**config.mk**
```make
export PLATFORM = sky130hd
export DESIGN_NAME = fch_host
export DESIGN_NICKNAME = d
export VERILOG_FILES = /design/src/fch_pkg.sv /design/src/fch_host.sv
export SDC_FILE = /design/constraint.sdc
export NUM_CORES = 1
export LEC_CHECK = 0
export BUFFER_PORTS_ARGS = -buffer_cell sky130_fd_sc_hd__buf_2
export CAP_MARGIN = 40
export CORE_MARGIN = 3
export CORE_UTILIZATION = 32
export CTS_CLUSTER_SIZE = 25
export DETAILED_ROUTE_END_ITERATION = 16
export PLACE_DENSITY_LB_ADDON = 0.05
export SLEW_MARGIN = 25
export SYNTH_ARGS = -nofsm -noshare
export SYNTH_HDL_FRONTEND = slang
export SYNTH_SLANG_ARGS = --single-unit
```
**constraint.sdc**
```tcl
create_clock -name clk -period 8.6 [get_ports clk]
set_input_delay 1.29 -clock clk [delete_from_list [all_inputs] [get_ports clk]]
set_output_delay 1.29 -clock clk [all_outputs]
set_load 0.02 [all_outputs]
```
**src/fch_pkg.sv**
```systemverilog
/*
  Constants, register map and state types for the flash command host.
  Assumes a 40 MHz clock and a byte-wide flash with a 21-bit address.
*/
package fch_pkg;

  // ---------------------------------------------------------------
  // Clock and pin timing
  // ---------------------------------------------------------------
  localparam int FCH_CLK_MHZ      = 40;
  localparam int FCH_RST_LOW_NS   = 100;
  localparam int FCH_WAKE_WR_NS   = 1000;
  localparam int FCH_WAKE_RD_NS   = 1000;
  localparam int FCH_WE_LOW_NS    = 50;
  localparam int FCH_ACCESS_NS    = 150;

  // Least times, rounded up to whole cycles
  localparam logic [7:0] FCH_RST_LOW_CYC = 8'((FCH_RST_LOW_NS * FCH_CLK_MHZ + 999) / 1000);
  localparam logic [7:0] FCH_WAKE_WR_CYC = 8'((FCH_WAKE_WR_NS * FCH_CLK_MHZ + 999) / 1000);
  localparam logic [7:0] FCH_WAKE_RD_CYC = 8'((FCH_WAKE_RD_NS * FCH_CLK_MHZ + 999) / 1000);
  localparam logic [7:0] FCH_WE_LOW_CYC  = 8'((FCH_WE_LOW_NS * FCH_CLK_MHZ + 999) / 1000);
  localparam logic [7:0] FCH_ACCESS_CYC  = 8'((FCH_ACCESS_NS * FCH_CLK_MHZ + 999) / 1000);

  // ---------------------------------------------------------------
  // Register map (byte offsets on APB)
  // ---------------------------------------------------------------
  localparam logic [11:0] FCH_OFS_CTRL   = 12'h000;
  localparam logic [11:0] FCH_OFS_ADDR   = 12'h004;
  localparam logic [11:0] FCH_OFS_DATA   = 12'h008;
  localparam logic [11:0] FCH_OFS_STATUS = 12'h00c;

  localparam int FCH_CTRL_OP_LSB   = 0;
  localparam int FCH_CTRL_START    = 3;
  localparam int FCH_CTRL_OVRD     = 8;
  localparam int FCH_DATA_SEC_LSB  = 8;
  localparam int FCH_STAT_RD_LSB   = 8;

  // ---------------------------------------------------------------
  // Operations and states
  // ---------------------------------------------------------------
  typedef enum logic [2:0] {
    OP_NONE  = 3'b000,
    OP_CMD1  = 3'b001,
    OP_CMD2  = 3'b010,
    OP_READ  = 3'b011,
    OP_RESET = 3'b100
  } fch_op_t;

  typedef enum logic [2:0] {
    ST_IDLE  = 3'b000,
    ST_ARM   = 3'b001,
    ST_WSET  = 3'b010,
    ST_WLOW  = 3'b011,
    ST_WRISE = 3'b100,
    ST_WEND  = 3'b101,
    ST_RACC  = 3'b110,
    ST_RPLOW = 3'b111
  } fch_state_t;

  typedef struct packed {
    fch_state_t  state;
    logic [7:0]  cnt;
    logic [7:0]  wakeWrCnt;
    logic [7:0]  wakeRdCnt;
    logic        secondDue;
    logic [2:0]  op;
    logic        override;
    logic [20:0] addr;
    logic [7:0]  cmdByte;
    logic [7:0]  secondByte;
    logic [7:0]  readData;
    logic        readyBusySeen;
    logic [20:0] flashAddr;
    logic [7:0]  dataOut;
    logic        dataOe;
    logic        chipSelectN;
    logic        outputEnableN;
    logic        writeStrobeN;
    logic        resetPowerdownN;
    logic        lockOverride;
    logic        pready;
    logic        pslverr;
    logic [31:0] prdata;
  } fch_regs_t;

  // Reset holds the flash in power-down for the least low time
  localparam fch_regs_t FCH_REGS_RST = '{
    state: ST_RPLOW, cnt: FCH_RST_LOW_CYC, wakeWrCnt: 8'h00, wakeRdCnt: 8'h00,
    secondDue: 1'b0, op: 3'h0, override: 1'b0, addr: 21'h000000,
    cmdByte: 8'h00, secondByte: 8'h00, readData: 8'h00, readyBusySeen: 1'b0,
    flashAddr: 21'h000000, dataOut: 8'h00, dataOe: 1'b0, chipSelectN: 1'b1,
    outputEnableN: 1'b1, writeStrobeN: 1'b1, resetPowerdownN: 1'b0,
    lockOverride: 1'b0, pready: 1'b0, pslverr: 1'b0, prdata: 32'h00000000};

endpackage

```
**src/fch_host.sv**
```systemverilog
/*
  Host-side controller for a byte-wide asynchronous flash command port.
  Software posts an operation over APB; the controller plays the chip
  select, write strobe, output enable and reset/power-down pins.
  Assumes flash inputs are synchronous to clk and one APB master.
  Assumes software starts one operation at a time and polls STATUS
  busy before the next; a start while busy is dropped silently.
  The reset/power-down pin is pulsed after every sys_rst as well,
  so the flash always wakes in its read-array mode.
*/
// Implementation choices: the register offsets and register access over APB.
// Behaviour
// - Hold reset_powerdown_n low at least 100 ns
// - Wait wake times before writes and reads
// - System reset also drives reset_powerdown_n
// - Never output enable and write strobe together
// - Erase is 20H then D0H, same block
`timescale 1ns/1ps

module fch_host
  import fch_pkg::*;
(
  input  wire logic        clk,
  input  wire logic        sys_rst,
  input  wire logic        clkEn,
  // APB slave
  input  wire logic        psel,
  input  wire logic        penable,
  input  wire logic        pwrite,
  input  wire logic [11:0] paddr,
  input  wire logic [31:0] pwdata,
  output logic      [31:0] prdata,
  output logic             pready,
  output logic             pslverr,
  // Flash pins
  output logic      [20:0] flashAddr,
  output logic      [7:0]  dataLinesOut,
  output logic             dataLinesOe,
  input  wire logic [7:0]  dataLinesIn,
  output logic             chipSelectN,
  output logic             outputEnableN,
  output logic             writeStrobeN,
  output logic             resetPowerdownN,
  output logic             lockOverride,
  input  wire logic        readyBusy
);

  // ---------------------------------------------------------------
  // Register decode
  // ---------------------------------------------------------------
  function automatic logic [1:0] fchRegIdx(input logic [11:0] a);
    unique case (a)
      FCH_OFS_CTRL:   fchRegIdx = 2'd0;
      FCH_OFS_ADDR:   fchRegIdx = 2'd1;
      FCH_OFS_DATA:   fchRegIdx = 2'd2;
      default:        fchRegIdx = 2'd3;
    endcase
  endfunction

  // Any other offset answers with an error
  function automatic logic fchRegHit(input logic [11:0] a);
    fchRegHit = (a == FCH_OFS_CTRL) || (a == FCH_OFS_ADDR) ||
                (a == FCH_OFS_DATA) || (a == FCH_OFS_STATUS);
  endfunction

  fch_regs_t r;
  fch_regs_t next_r;

  logic [31:0] readMux;
  logic        busy;

  assign busy = (r.state != ST_IDLE);

  always_comb begin
    readMux = 32'h00000000;
    unique case (fchRegIdx(paddr))
      2'd0: begin
        readMux[FCH_CTRL_OP_LSB +: 3] = r.op;
        readMux[FCH_CTRL_OVRD]        = r.override;
      end
      2'd1: readMux[20:0] = r.addr;
      2'd2: readMux[15:0] = {r.secondByte, r.cmdByte};
      2'd3: begin
        readMux[0] = busy;
        readMux[1] = r.readyBusySeen;
        readMux[2] = (r.wakeWrCnt != 8'h00);
        readMux[3] = (r.wakeRdCnt != 8'h00);
        readMux[FCH_STAT_RD_LSB +: 8] = r.readData;
      end
    endcase
  end

  // ---------------------------------------------------------------
  // Next state
  // ---------------------------------------------------------------
  always_comb begin
    next_r = r;
    next_r.readyBusySeen = readyBusy;

    // -------------------------------------------------------------
    // Wake timers
    // -------------------------------------------------------------
    if (r.wakeWrCnt != 8'h00) begin
      next_r.wakeWrCnt = r.wakeWrCnt - 8'h01;
    end
    if (r.wakeRdCnt != 8'h00) begin
      next_r.wakeRdCnt = r.wakeRdCnt - 8'h01;
    end

    // -------------------------------------------------------------
    // Flash pin sequencer
    // -------------------------------------------------------------
    unique case (r.state)
      ST_IDLE: begin
        // Pins rest high between operations
        next_r.chipSelectN   = 1'b1;
        next_r.outputEnableN = 1'b1;
        next_r.writeStrobeN  = 1'b1;
        next_r.dataOe        = 1'b0;
      end
      ST_ARM: begin
        // Wait here until the flash has woken
        if (r.op == OP_READ) begin
          if (r.wakeRdCnt == 8'h00) begin
            next_r.state         = ST_RACC;
            next_r.cnt           = FCH_ACCESS_CYC;
            next_r.flashAddr     = r.addr;
            next_r.chipSelectN   = 1'b0;
            next_r.outputEnableN = 1'b0;
          end
        end else if (r.wakeWrCnt == 8'h00) begin
          next_r.state       = ST_WSET;
          next_r.flashAddr   = r.addr;
          next_r.dataOut     = r.cmdByte;
          next_r.dataOe      = 1'b1;
          next_r.chipSelectN = 1'b0;
          next_r.secondDue   = (r.op == OP_CMD2);
        end
      end
      ST_WSET: begin
        // Address and data settle a cycle before the strobe
        next_r.state        = ST_WLOW;
        next_r.cnt          = FCH_WE_LOW_CYC;
        next_r.writeStrobeN = 1'b0;
      end
      ST_WLOW: begin
        next_r.cnt = r.cnt - 8'h01;
        if (r.cnt == 8'h01) begin
          next_r.state        = ST_WRISE;
          next_r.writeStrobeN = 1'b1;
        end
      end
      ST_WRISE: begin
        next_r.state       = ST_WEND;
        next_r.chipSelectN = 1'b1;
      end
      ST_WEND: begin
        if (r.secondDue) begin
          // Second cycle keeps the same address
          next_r.state       = ST_WSET;
          next_r.dataOut     = r.secondByte;
          next_r.chipSelectN = 1'b0;
          next_r.secondDue   = 1'b0;
        end else begin
          next_r.state  = ST_IDLE;
          next_r.dataOe = 1'b0;
        end
      end
      ST_RACC: begin
        // Data are taken on the last access cycle
        next_r.cnt = r.cnt - 8'h01;
        if (r.cnt == 8'h01) begin
          next_r.state         = ST_IDLE;
          next_r.readData      = dataLinesIn;
          next_r.chipSelectN   = 1'b1;
          next_r.outputEnableN = 1'b1;
        end
      end
      ST_RPLOW: begin
        next_r.resetPowerdownN = 1'b0;
        next_r.cnt             = r.cnt - 8'h01;
        // Wake timers start as the pin rises
        if (r.cnt <= 8'h01) begin
          next_r.state           = ST_IDLE;
          next_r.resetPowerdownN = 1'b1;
          next_r.wakeWrCnt       = FCH_WAKE_WR_CYC;
          next_r.wakeRdCnt       = FCH_WAKE_RD_CYC;
        end
      end
    endcase

    // -------------------------------------------------------------
    // APB slave: answer one cycle into the access phase
    // -------------------------------------------------------------
    if (r.pready) begin
      next_r.pready  = 1'b0;
      next_r.pslverr = 1'b0;
      if (psel && penable && pwrite && fchRegHit(paddr)) begin
        unique case (fchRegIdx(paddr))
          2'd0: begin
            next_r.op           = pwdata[FCH_CTRL_OP_LSB +: 3];
            next_r.override     = pwdata[FCH_CTRL_OVRD];
            // Override level must not move under a running operation
            if (!busy) begin
              next_r.lockOverride = pwdata[FCH_CTRL_OVRD];
            end
            if (pwdata[FCH_CTRL_START] && !busy) begin
              unique case (pwdata[FCH_CTRL_OP_LSB +: 3])
                OP_CMD1, OP_CMD2, OP_READ: begin
                  next_r.state = ST_ARM;
                end
                OP_RESET: begin
                  next_r.state           = ST_RPLOW;
                  next_r.cnt             = FCH_RST_LOW_CYC;
                  next_r.resetPowerdownN = 1'b0;
                  next_r.chipSelectN     = 1'b1;
                  next_r.outputEnableN   = 1'b1;
                  next_r.writeStrobeN    = 1'b1;
                  next_r.dataOe          = 1'b0;
                end
                default: begin
                  next_r.state = r.state;
                end
              endcase
            end
          end
          2'd1: next_r.addr = pwdata[20:0];
          2'd2: begin
            next_r.cmdByte    = pwdata[7:0];
            next_r.secondByte = pwdata[FCH_DATA_SEC_LSB +: 8];
          end
          2'd3: begin
            // STATUS is read-only; writes are dropped
            next_r.pslverr = 1'b0;
          end
        endcase
      end
    end else if (psel && penable) begin
      next_r.pready  = 1'b1;
      next_r.pslverr = !fchRegHit(paddr);
      next_r.prdata  = (!pwrite && fchRegHit(paddr)) ? readMux : 32'h00000000;
    end

    // -------------------------------------------------------------
    // Pin safety
    // -------------------------------------------------------------
    // Flash stays deselected while its reset pin is low
    if (!next_r.resetPowerdownN) begin
      next_r.chipSelectN   = 1'b1;
      next_r.outputEnableN = 1'b1;
      next_r.writeStrobeN  = 1'b1;
    end
    // No write strobe or data drive while the flash may drive the bus
    if (!next_r.outputEnableN) begin
      next_r.writeStrobeN = 1'b1;
      next_r.dataOe       = 1'b0;
    end
  end

  // ---------------------------------------------------------------
  // State register
  // ---------------------------------------------------------------
  always_ff @(posedge clk) begin
    if (sys_rst) begin
      r <= FCH_REGS_RST;
    end else if (clkEn) begin
      r <= next_r;
    end
  end

  // ---------------------------------------------------------------
  // Outputs
  // ---------------------------------------------------------------
  assign prdata          = r.prdata;
  assign pready          = r.pready;
  assign pslverr         = r.pslverr;
  assign flashAddr       = r.flashAddr;
  assign dataLinesOut    = r.dataOut;
  assign dataLinesOe     = r.dataOe;
  assign chipSelectN     = r.chipSelectN;
  assign outputEnableN   = r.outputEnableN;
  assign writeStrobeN    = r.writeStrobeN;
  assign resetPowerdownN = r.resetPowerdownN;
  assign lockOverride    = r.lockOverride;

endmodule

```
Word level (Yosys, flattened, before mapping)
Cells that the tools add are included.

cells by class
  add/subtract/negate cells = 3
  multiply operators = 0
  divide/modulo/power cells = 0
  magnitude comparators = 1
  eq/ne operators = 27
  shift-type cells = 0
  multiplexer cells = 63
  bitwise operators = 2
  reduce and logical (&&, ||, !) cells = 37

operator list
  cell                                                                    number
  21-bit two-way mux                                                      3
  11-bit two-way mux                                                      5
  8-bit two-way mux                                                       5
  34-bit two-way mux                                                      1
  16-bit two-way mux                                                      2
  31-bit two-way mux                                                      1
  12-bit by 4-bit equality test with 1-bit output, second input constant  2
  8-bit one-hot mux with 3 select lines                                   1
  8-bit by 1-bit subtractor with 8-bit output, second input constant      3
  3-bit one-hot mux with 7 select lines                                   1
  7-bit one-hot mux with 3 select lines                                   1
  4-bit AND reduction                                                     5
  3-bit by 2-bit equality test with 1-bit output, second input constant   6
  3-bit two-way mux                                                       6
  6-bit two-way mux                                                       3
  8-bit logical NOT                                                       2
  8-bit one-hot mux with 2 select lines                                   1
  8-bit nonzero test                                                      2
  3-bit equality test, second input constant                              5
  5-bit two-way mux                                                       3
  12-bit by 3-bit equality test with 1-bit output, second input constant  1
  12-bit logical NOT                                                      1
  1-bit two-way mux                                                       12
  2-bit two-way mux                                                       6
  other kinds (29)                                                        55

word-level totals
  register bits = 147
  latch bits = 0
  memory bits (writable) = 0
  ROM bits = 0
  bits of input ports = 59
  output and inout bits = 69
  word-level logic and storage cells = 156
  memories kept = 0

Logic depth before layout (Yosys ltp)
Gate-level depths: netlist of run 1.

  word-level depth = 13
  mapped depth = 11
  mapped depth without buffers = 9

Least setup slack after synthesis of run 1
OpenSTA, ideal clock, no wires.

  path kind = in2reg
  start = in paddr[5]
  end = reg r[140] (netlist bit)
  library setup time = 0.134 ns
  arrival = 3.771 ns
  data required time = 8.466 ns
  slack = 4.695 ns
  cell stages on the path = 9
  buffers on the path = 0
  cells stage by stage = or4_4 > nor3_1 > nand3b_1 > ha_1 > nand3b_1 > a211o_1 > nor3_4 > o31a_1 > a311oi_1

on the way
  cells in the longest elaborated chain, start to end = 8
  elaborated cells on any way between the ends = 15
  those cells by class = 3 x eq/ne; 6 x mux; 6 x reduce/logical

ends and longest elaborated chain
  element                                                                  RTL line                        text
  start: declaration                                                       fch_host.sv:30                  input wire logic [11:0] paddr,
  12-bit by 4-bit equality test with 1-bit output (tied with other cells)  fch_host.sv:52, fch_host.sv:63
  2-bit one-hot mux with 3 select lines                                    fch_host.sv:52                  unique case (a)
  2-bit two-way mux                                                        fch_host.sv:198                 if (psel && penable && pwrite && fchRegHit(paddr)) begin
  2-bit two-way mux                                                        fch_host.sv:195                 if (r.pready) begin
  2-bit logical NOT                                                        fch_host.sv:199                 unique case (fchRegIdx(paddr))
  11-bit two-way mux                                                       fch_host.sv:199
  11-bit two-way mux *                                                     fch_host.sv:198
  11-bit two-way mux *                                                     fch_host.sv:195
  end signal: assignment                                                   fch_host.sv:267                 r <= next_r;
  end: declaration                                                         fch_host.sv:66                  fch_regs_t r;

Mark *: on every way between the ends. The rest lies on a longest branch, timed or not. The select of a mux whose other input is x is not followed.
A chain may end at the register's enable or synchronous reset.

Worst setup path in the final report of run 1
  start = in paddr[5]
  end = reg r[143] (netlist bit)

The elaborated chain is that of the path after synthesis.

==> flow_summary.toml, run 1 <==
[outcome]
status = "complete, no violations"

[yosys]
synth-edff-count = 0
ys_ff_latch = 136
synth_area_sq_um = 6774
synth.avg_cell_area_sq_um = 8.322
async_flop_share = 0
ys.flop_type = "dfxtp_1"
synth_warnings = 0
synth_cell_types = 67
ys_seq_area_frac = 0.4019
synth_cells = 814

[hold_path]
holdCritPathClass = "flop to flop"

[timing]
relSlewSlack = 0.4556
period_share = 0.4879
slew_violations = 0
worst_pin_slew_ps = 813.5
post-route-min-period_ps = 4196
setup_viol = 0
hold_viol = 0
fin_ws_ps = 4404
fmax_mhz = 238.3
grt_setup_unrepaired = "no"
holdWs_ps = 465.1
clock_skew_ps = 11.73
tns_ps = 0

[clock_tree]
clock_path_buffers = 2
clk_latency_ps = 420
cts_setup_buffers = 0
cts_resized = 0
cts_buffers = 17
htreeDepth = 4
cts_tree = "yes"
cts-root-buf = "clkbuf_16"
holdBufCountCts = 0
clock_sinks = 136
path_clk_slew_ps = 60

[finish]
layout-drive-gt1-share = 0.1988
post-route-cell-area_sq_um = 7767
fill_cells = 2144
nets = 913
n_antenna_cell = 0
synthToLayoutAreaGrowth_pct = 14.67

[critical_path]
critPathBufInv = 1
critical-path-slowest-cell = "or4_4"
cp_max_fo = 6
crit_type = "primary input to flop"
crit_path_start_kind = "primary input"
critical_path_arrival_ps = 4480
cp_cell_sequence = "buf_2, or4_4, nor3_1, nand3b_1, ha_1, nand3b_1, a211o_1, nor3_4, o31a_1, a311oi_1"
cpMostUsedCell = "nand3b_1"
end_kind = "flop"
required_ps = 8880
crit_family = "simple AND/OR/NAND/NOR gates"
cp_slowest_stage_delay_ps = 570

[place]
dp_hpwl_um = 14620
place_area_sq_um = 7128
port_buffers = 105
gp_congestion = 0.8278
pre_cts_ws_ps = 3793

[power]
cellPowerDensity_nw_per_um2 = 251.3
p_sw_frac = 0.3429
peakVddDrop_uv = 170.9
combPwrFrac = 0.251
power_mw = 1.952
clkPwrFrac = 0.382
intPower_mw = 1.283
seqPwrFrac = 0.367
netSwitchingPower_uw = 669.5
leakage_nw = 3.026

[floorplan]
num_io_pins = 128
die_w_um = 151.5
core_sq_um = 20490
die_area_sq_um = 22950
rows = 52
die_y_um = 151.5
start_util = 0.3305

[detailed_routing]
drt_wl_total_um = 20670
wire_per_inst_um = 18.30
drc = 0
dr_total_vias = 5919
dr.pass1.iters = 5
drtAntennaViolNets = 0
avgViaCountPerCell = 5.238
drtIter0Drc = 405

[global_routing]
grt_pass1_vias = 5643
grt_usage = 0.1808
grt_max_degree = 56
gr-total-overflow = 0
grt_pass1_wl_um = 32080
antenna_found_initial = 0

[flow_run]
drv_cap = 0
==> power groups by stage <==
stage / Sequential, mW / Clock (mW) / Combinational, mW
3_5_place_dp: 0.728 / 0 / 0.489
3_3_place_gp: 0.726 / 0 / 0.471
4_1_cts: 0.714 / 0.764 / 0.491
5_1_grt: 0.723 / 0.791 / 0.549
6_report: 0.716 / 0.746 / 0.491
2_1_floorplan: 0.710 / 0 / 0.358
==> Yosys cell counts, drive strengths merged (4+ instances only) <==
library cell | n | area (sq um)
dfxtp | 136 | 2723
nand2 | 117 | 439.2
nor2 | 82 | 307.8
buf | 71 | 533.0
a21oi | 65 | 325.3
clkbuf | 41 | 155.1
mux2i | 37 | 370.4
nor2b | 28 | 175.2
nor3 | 27 | 156.4
o21ai | 23 | 115.1
a221oi | 18 | 157.7
inv | 14 | 52.55
a222oi | 12 | 120.1
a22oi | 9 | 67.56
nand3 | 8 | 40.04
ha | 7 | 87.58
nand4 | 7 | 43.79
nor4 | 7 | 58.81
a311oi | 6 | 52.55
a31oi | 6 | 37.54
and3 | 6 | 37.54
or2 | 6 | 37.54
or3 | 6 | 37.54
a32oi | 5 | 43.79
nand3b | 5 | 37.54
o31ai | 5 | 51.30
a2bb2oi | 4 | 35.03
and2 | 4 | 25.03
nor3b | 4 | 30.03
==> through the flow <==
step | util | instances
6_report | 0.3790 | 1130
2_1_floorplan | - | 824
3_5_place_dp | 0.3478 | 1095
3_3_place_gp | 0.3431 | 1090
4_1_cts | 0.3769 | 1127
5_1_grt | 0.3790 | 1130
==> routing by layer <==
metal  up-vias  global-route usage  wire length, um
met2       138              0.2801             9358
met4         0             0.04492              187
li1       2886                   -                -
met3        13             0.03480              991
met1      2882              0.2594            10140
met5         -                   0                0
==> registers in the layout (all words and copies together), names as in the netlist <==
signal,flops
outputEnableN,1
writeStrobeN,1
pslverr,1
dataLinesOe,1
chipSelectN,1
lockOverride,1
flashAddr,21
prdata,21
pready,1
dataLinesOut,8
resetPowerdownN,1
r,78
==> cells by family after synthesis <==
| logic type | count (synthesis) | synth area share |
|---|---|---|
| simple gates | 325 | 0.2351 |
| compound gates | 179 | 0.1816 |
| flops | 136 | 0.4019 |
| buf+inv | 126 | 0.1093 |
| mux | 37 | 0.05467 |
| fa+ha+maj | 7 | 0.01293 |
| xor+xnor | 3 | 0.003880 |
| other cells | 1 | 0.0005536 |
==> layout by cell type, fill, tap and decap left out, drive strengths merged, types with 4 or more instances in the layout <==
cell     instances
and2             4
a32oi            5
nand3b           5
o21ai           23
or3              6
nand3            8
nor3b            4
clkbuf          20
conb            11
o31ai            5
nor3            27
a222oi          12
a21oi           65
a22oi            9
a221oi          18
nand2          117
or2              6
nor4             7
a31oi            6
nor2            82
nor2b           28
a2bb2oi          4
inv             18
ha               7
a311oi           6
dfxtp          136
buf            116
nand4            7
and3             6
mux2i           37
==> tightest hold or removal path, stage by stage (launching register included) <==
cell and delay (ps):
dfxtp_1 320, nand2_1 50, a21oi_1 50
==> path summary, 6_finish.rpt <==
kind,from,endpoint,slack [ps],cells past startpoint
worst min-delay path,r[110],r[110],470,2
worst max register to register,r[128],dataLinesOut[2],5750,7
worst max-delay path,paddr[5],r[143],4400,10
worst min register to register,r[110],r[110],470,2
==> cell type report <==
| cell class | count | area, sq um | share of cell area |
|---|---|---|---|
| sequential | 136 | 2723 | 0.3505 |
| multi-input combinational | 562 | 3376 | 0.4346 |
| clock buffer | 20 | 456.7 | 0.05880 |
| tap | 270 | 337.8 | 0.04349 |
| clock inverter | 12 | 140.1 | 0.01804 |
| inverter | 14 | 52.55 | 0.006765 |
| timing repair buffer | 116 | 681.9 | 0.08779 |
No activity file was read; power rests on OpenSTA's default activity.
==> run 2: changes to the inputs <==
Clock period 8.6 ns to 3.9 ns, I/O delays scaled along.
==> flow_summary.toml, run 2 (same netlist as run 1, synthesis figures left out) <==
[global_routing]
grt_pass1_vias = 5606
grt_usage = 0.1804
grt_pass1_wl_um = 32160
grt_max_degree = 45
gr-total-overflow = 0
antenna_found_initial = 0

[clock_tree]
clock_path_buffers = 2
clock_sinks = 136
cts_setup_buffers = 0
cts_buffers = 17
htreeDepth = 4
path_clk_slew_ps = 60
cts_tree = "yes"
holdBufCountCts = 0
clk_latency_ps = 420
cts_resized = 0
cts-root-buf = "clkbuf_16"

[timing]
post-route-min-period_ps = 3215
period_share = 0.8245
grt_setup_unrepaired = "no"
relSlewSlack = 0.4900
clock_skew_ps = 10.13
setup_viol = 0
hold_viol = 0
tns_ps = 0
worst_pin_slew_ps = 763.9
holdWs_ps = 399.3
fmax_mhz = 311.0
slew_violations = 0

[power]
leakage_nw = 3.013
peakVddDrop_uv = 299.1
cellPowerDensity_nw_per_um2 = 549.0
power_mw = 4.227

[detailed_routing]
dr_total_vias = 6013
drtAntennaViolNets = 0
avgViaCountPerCell = 5.293
wire_per_inst_um = 18.23
drc = 0
drt_wl_total_um = 20710
drtIter0Drc = 309
dr.pass1.iters = 6

[finish]
final_common_cell = "dfxtp_1"
n_antenna_cell = 0
nets = 920
largest_reg_flops = 78
layout-drive-gt1-share = 0.2021
final_cell_mix = "dfxtp_1, nand2_1, buf_2"
synthToLayoutAreaGrowth_pct = 13.67
regMostFlops = "r"
fill_cells = 2081

[floorplan]
core_sq_um = 20490
num_io_pins = 128
start_util = 0.3305
die_w_um = 151.5
die_y_um = 151.5
die_area_sq_um = 22950
rows = 52

[critical_path]
ff2ff_path_depth = 7
critPathBufInv = 1
cp_slowest_stage_delay_ps = 560
cp_cell_sequence = "buf_2, or4_4, nor3_1, nand3b_1, ha_1, nand3b_1, a211o_1, nor3_4, o31a_1, a311oi_1"
critical_path_arrival_ps = 3500
worst-path-stages = 10
cp_max_fo = 6
required_ps = 4190
critical-path-slowest-cell = "or4_4"
crit_type = "primary input to flop"
r2r_slack_ps = 1260
crit_path_start_kind = "primary input"
end_kind = "flop"
cpMostUsedCell = "nand3b_1"
crit_family = "simple AND/OR/NAND/NOR gates"

[place]
dp_hpwl_um = 14860
port_buffers = 105
gp_congestion = 0.8428

[flow_run]
drv_cap = 0

[hold_path]
holdPathStages = 3
holdCritPathClass = "primary input to flop"

[outcome]
status = "complete, no violations"
## run 2: cell types whose count changed in the layout (fill, tap and decap cells not counted), moves of 2 or more
cell and change:
buf_16 -2, buf_4 +12, buf_6 -3, clkinv_2 +2, inv_6 -3
## run 2: routing by layer
| layer | track usage | up-vias | wire length (um) |
|---|---|---|---|
| li1 | - | 2900 | - |
| met1 | 0.2633 | 2905 | 10160 |
| met2 | 0.2678 | 188 | 9085 |
| met3 | 0.03718 | 20 | 1173 |
| met4 | 0.05391 | 0 | 286 |
| met5 | 0 | - | 0 |
## run 2: final cells by class
class / count / area [sq um] / area share
clock buffer: 20 / 446.7 / 0.05801
clock inverter: 11 / 101.3 / 0.01316
inverter: 14 / 52.55 / 0.006825
multi-input combinational: 562 / 3363 / 0.4368
sequential: 136 / 2723 / 0.3536
tap: 270 / 337.8 / 0.04387
timing repair buffer: 123 / 675.6 / 0.08775
## run 2: worst paths after layout
path | startpoint | end
min reg2reg | r[114] | r[114]
max reg2reg | r[128] | dataLinesOut[2]
max | paddr[5] | r[140]
min | dataLinesIn[3] | r[73]
## run 2: worst reg2reg max path, cell delays in order, from the launching register on
cell,delay (ps)
dfxtp_1,310
inv_1,90
ha_1,210
nor4b_2,470
nand3b_1,420
nor2_1,660
a221oi_1,200
nor3_1,200
## run 2: power by group
group	leakage, nW	switching, mW	total (mW)	internal (mW)
Clock	0.258	0.645	1.53	0.890
Combinational	1.66	0.723	1.11	0.391
Sequential	1.10	0.106	1.58	1.47
## run 2: stage by stage
step / utilization / std cells / area, sq um / worst slack [ps]
after floorplan: - / 824 / 6812 / 700.0
after global placement: 0.3476 / 1103 / 7124 / 325.9
after detailed placement: 0.3486 / 1104 / 7144 / 263.6
after CTS: 0.3753 / 1135 / 7692 / 697.2
after global routing: 0.3757 / 1136 / 7700 / 545.0
final: 0.3757 / 1136 / 7700 / 684.5
==> run 3: changes to the inputs <==
Settings changed: ABC_AREA set to 1.
Clock period 3.9 ns to 2.7 ns, I/O delays scaled along.
==> flow_summary.toml, run 3 <==
[clock_tree]
holdBufCountCts = 0
path_clk_slew_ps = 60
cts_resized = 0
clock_sinks = 136
cts_setup_buffers = 0
clk_latency_ps = 420
clock_path_buffers = 2
htreeDepth = 4
cts-root-buf = "clkbuf_16"
cts_buffers = 17
cts_tree = "yes"

[yosys]
async_flop_share = 0
ys_top_cells_by_count = "nand2_1, dfxtp_1, a21oi_1"
yosysMostFrequentCell = "nand2_1"
synth.avg_cell_area_sq_um = 7.033
synth_cells = 968
synth-edff-count = 0
yosys.area.top_type = "dfxtp_1"
ys.flop_type = "dfxtp_1"
ys_seq_area_frac = 0.3999
yosys-top-cells-area = "dfxtp_1, nand2_1, a21oi_1, buf_4, o21ai_0"
synth_cell_types = 39
synth_warnings = 0
ys_ff_latch = 136
synth_top_area_frac = 0.3999
synth_area_sq_um = 6808

[finish]
nets = 1086
regMostFlops = "r"
final_cell_mix = "nand2_1, dfxtp_1, a21oi_1"
seq_area_sq_um = 2723
n_antenna_cell = 0
multi_input_area_sq_um = 3057
largest_reg_flops = 78
synthToLayoutAreaGrowth_pct = 15.40
fin_cells = 1303
layout-drive-gt1-share = 0.1762
final_common_cell = "nand2_1"
fill_cells = 2300

[place]
gp_congestion = 0.8118
dp_hpwl_um = 14660
port_buffers = 105
dp.cells = 1270

[critical_path]
critical_path_arrival_ps = 2560
required_ps = 3030
timing.rr.start = "r[136]"
r2r_slack_ps = 470
crit_type = "flop to flop"
crit_path_start_kind = "flop"
cp_max_fo = 6
reg2reg_to = "r[129]"
ff2ff_path_depth = 9
end_kind = "flop"

[timing]
hold_viol = 0
relSlewSlack = 0.5960
clock_skew_ps = 10.20
period_share = 0.8246
post-route-min-period_ps = 2226
fmax_mhz = 449.2
setup_viol = 0
tns_ps = 0
worst_pin_slew_ps = 601.4
slew_violations = 0
grt_setup_unrepaired = "no"

[floorplan]
num_io_pins = 128
die_area_sq_um = 23060
start_util = 0.3311
rows = 52
die_y_um = 151.9
die_w_um = 151.9
core_sq_um = 20560

[hold_path]
hold_end = "r[69]"
hold_start = "readyBusy"
holdPathStages = 3
holdCritPathClass = "primary input to flop"

[outcome]
status = "complete, no violations"

[global_routing]
gr-total-overflow = 0
grt_max_degree = 73
grt_pass1_vias = 5805
antenna_found_initial = 0
grt_pass1_wl_um = 32530
grt_usage = 0.1756

[detailed_routing]
avgViaCountPerCell = 4.716
wire_per_inst_um = 15.65
dr.pass1.iters = 5
drc = 0
drtIter0Drc = 376
dr_total_vias = 6145
drt_wl_total_um = 20390
drtAntennaViolNets = 0

[power]
netSwitchingPower_mw = 2.088
peakVddDrop_uv = 373.6
seqPwrFrac = 0.357
intPower_mw = 4.196
clkPwrFrac = 0.408
cellPowerDensity_nw_per_um2 = 799.8
p_sw_frac = 0.3323
leakage_nw = 3.354
combPwrFrac = 0.235

[flow_run]
drv_cap = 0
[run 3: cell count changes after synthesis, sizes merged, moves of 13 or more]
cell,change
inv,+96
o21ai,+70
a21oi,+67
nand2,+62
nand3,+57
mux2i,-37
nor2b,-28
a221oi,-18
clkbuf,-15
o22ai,+13
[run 3: worst max path at each step]
| stage | slack (ps) | from | endpoint | depth (start not counted) |
|---|---|---|---|---|
| after floorplan | 620 | paddr[5] | r[103] | 12 |
| after global placement | 290 | paddr[1] | lockOverride | 14 |
| after detailed placement | 280 | paddr[1] | lockOverride | 14 |
| after CTS | 490 | r[128] | flashAddr[8] | 11 |
| after global routing | 270 | r[128] | flashAddr[8] | 11 |
| final | 470 | r[136] | r[129] | 9 |
[run 3: metal layers]
metal  track usage  wire (um)  vias to the layer above
li1              -          -                     3224
met1        0.2731      11190                     2756
met2        0.2464       8149                      150
met3       0.03299        851                       15
met4       0.04666        204                        0
met5             0          0                        -
[run 3: cell families (layout without fill, tap and decap cells)]
| family | count (synthesis) | after routing | share of synthesized area |
|---|---|---|---|
| AOI/OAI and AO/OA | 255 | 255 | 0.2001 |
| other | 1 | 11 | 0.0005508 |
| DFF | 136 | 136 | 0.3999 |
| buffers and inverters | 211 | 266 | 0.1566 |
| adders and majority gates | 7 | 7 | 0.01286 |
| xor gates and xnor gates | 7 | 7 | 0.009006 |
| and+or+nand+nor | 351 | 351 | 0.2209 |
[run 3: metrics by stage]
step                hold WS (ps)    util  cell area [sq um]  setup slack [ps]  power [mW]
finish                     222.0  0.3821               7856             473.7       6.284
global route               228.7  0.3821               7856             267.6       6.675
CTS                        210.3  0.3808               7829             491.0       6.350
detailed placement         443.2  0.3499               7193             279.4       3.772
global placement           437.9  0.3499               7193             293.5       3.769
floorplan                  423.7       -               6845             620.6       3.359
[run 3: power groups by stage]
stage / Clock (mW) / Combinational, mW / Sequential, mW
floorplan: 0 / 1.09 / 2.27
global placement: 0 / 1.48 / 2.29
detailed placement: 0 / 1.48 / 2.29
CTS: 2.61 / 1.49 / 2.25
global route: 2.70 / 1.71 / 2.26
finish: 2.56 / 1.48 / 2.25
[run 3: layout make-up]
class,count,area share
clock buffer,20,0.05686
clock inverter,12,0.02405
inverter,110,0.05287
multi-input combinational,631,0.3891
sequential,136,0.3466
tap,270,0.04300
timing repair buffer,124,0.08759
[run 3: worst max-delay path, stage by stage (launching register included)]
cell and delay, ps:
dfxtp_1 400, inv_1 90, ha_1 230, o21ai_0 260, nor2_1 80, nand2_1 180, inv_1 110, nand2_1 230
nand2_1 300, a211oi_1 250
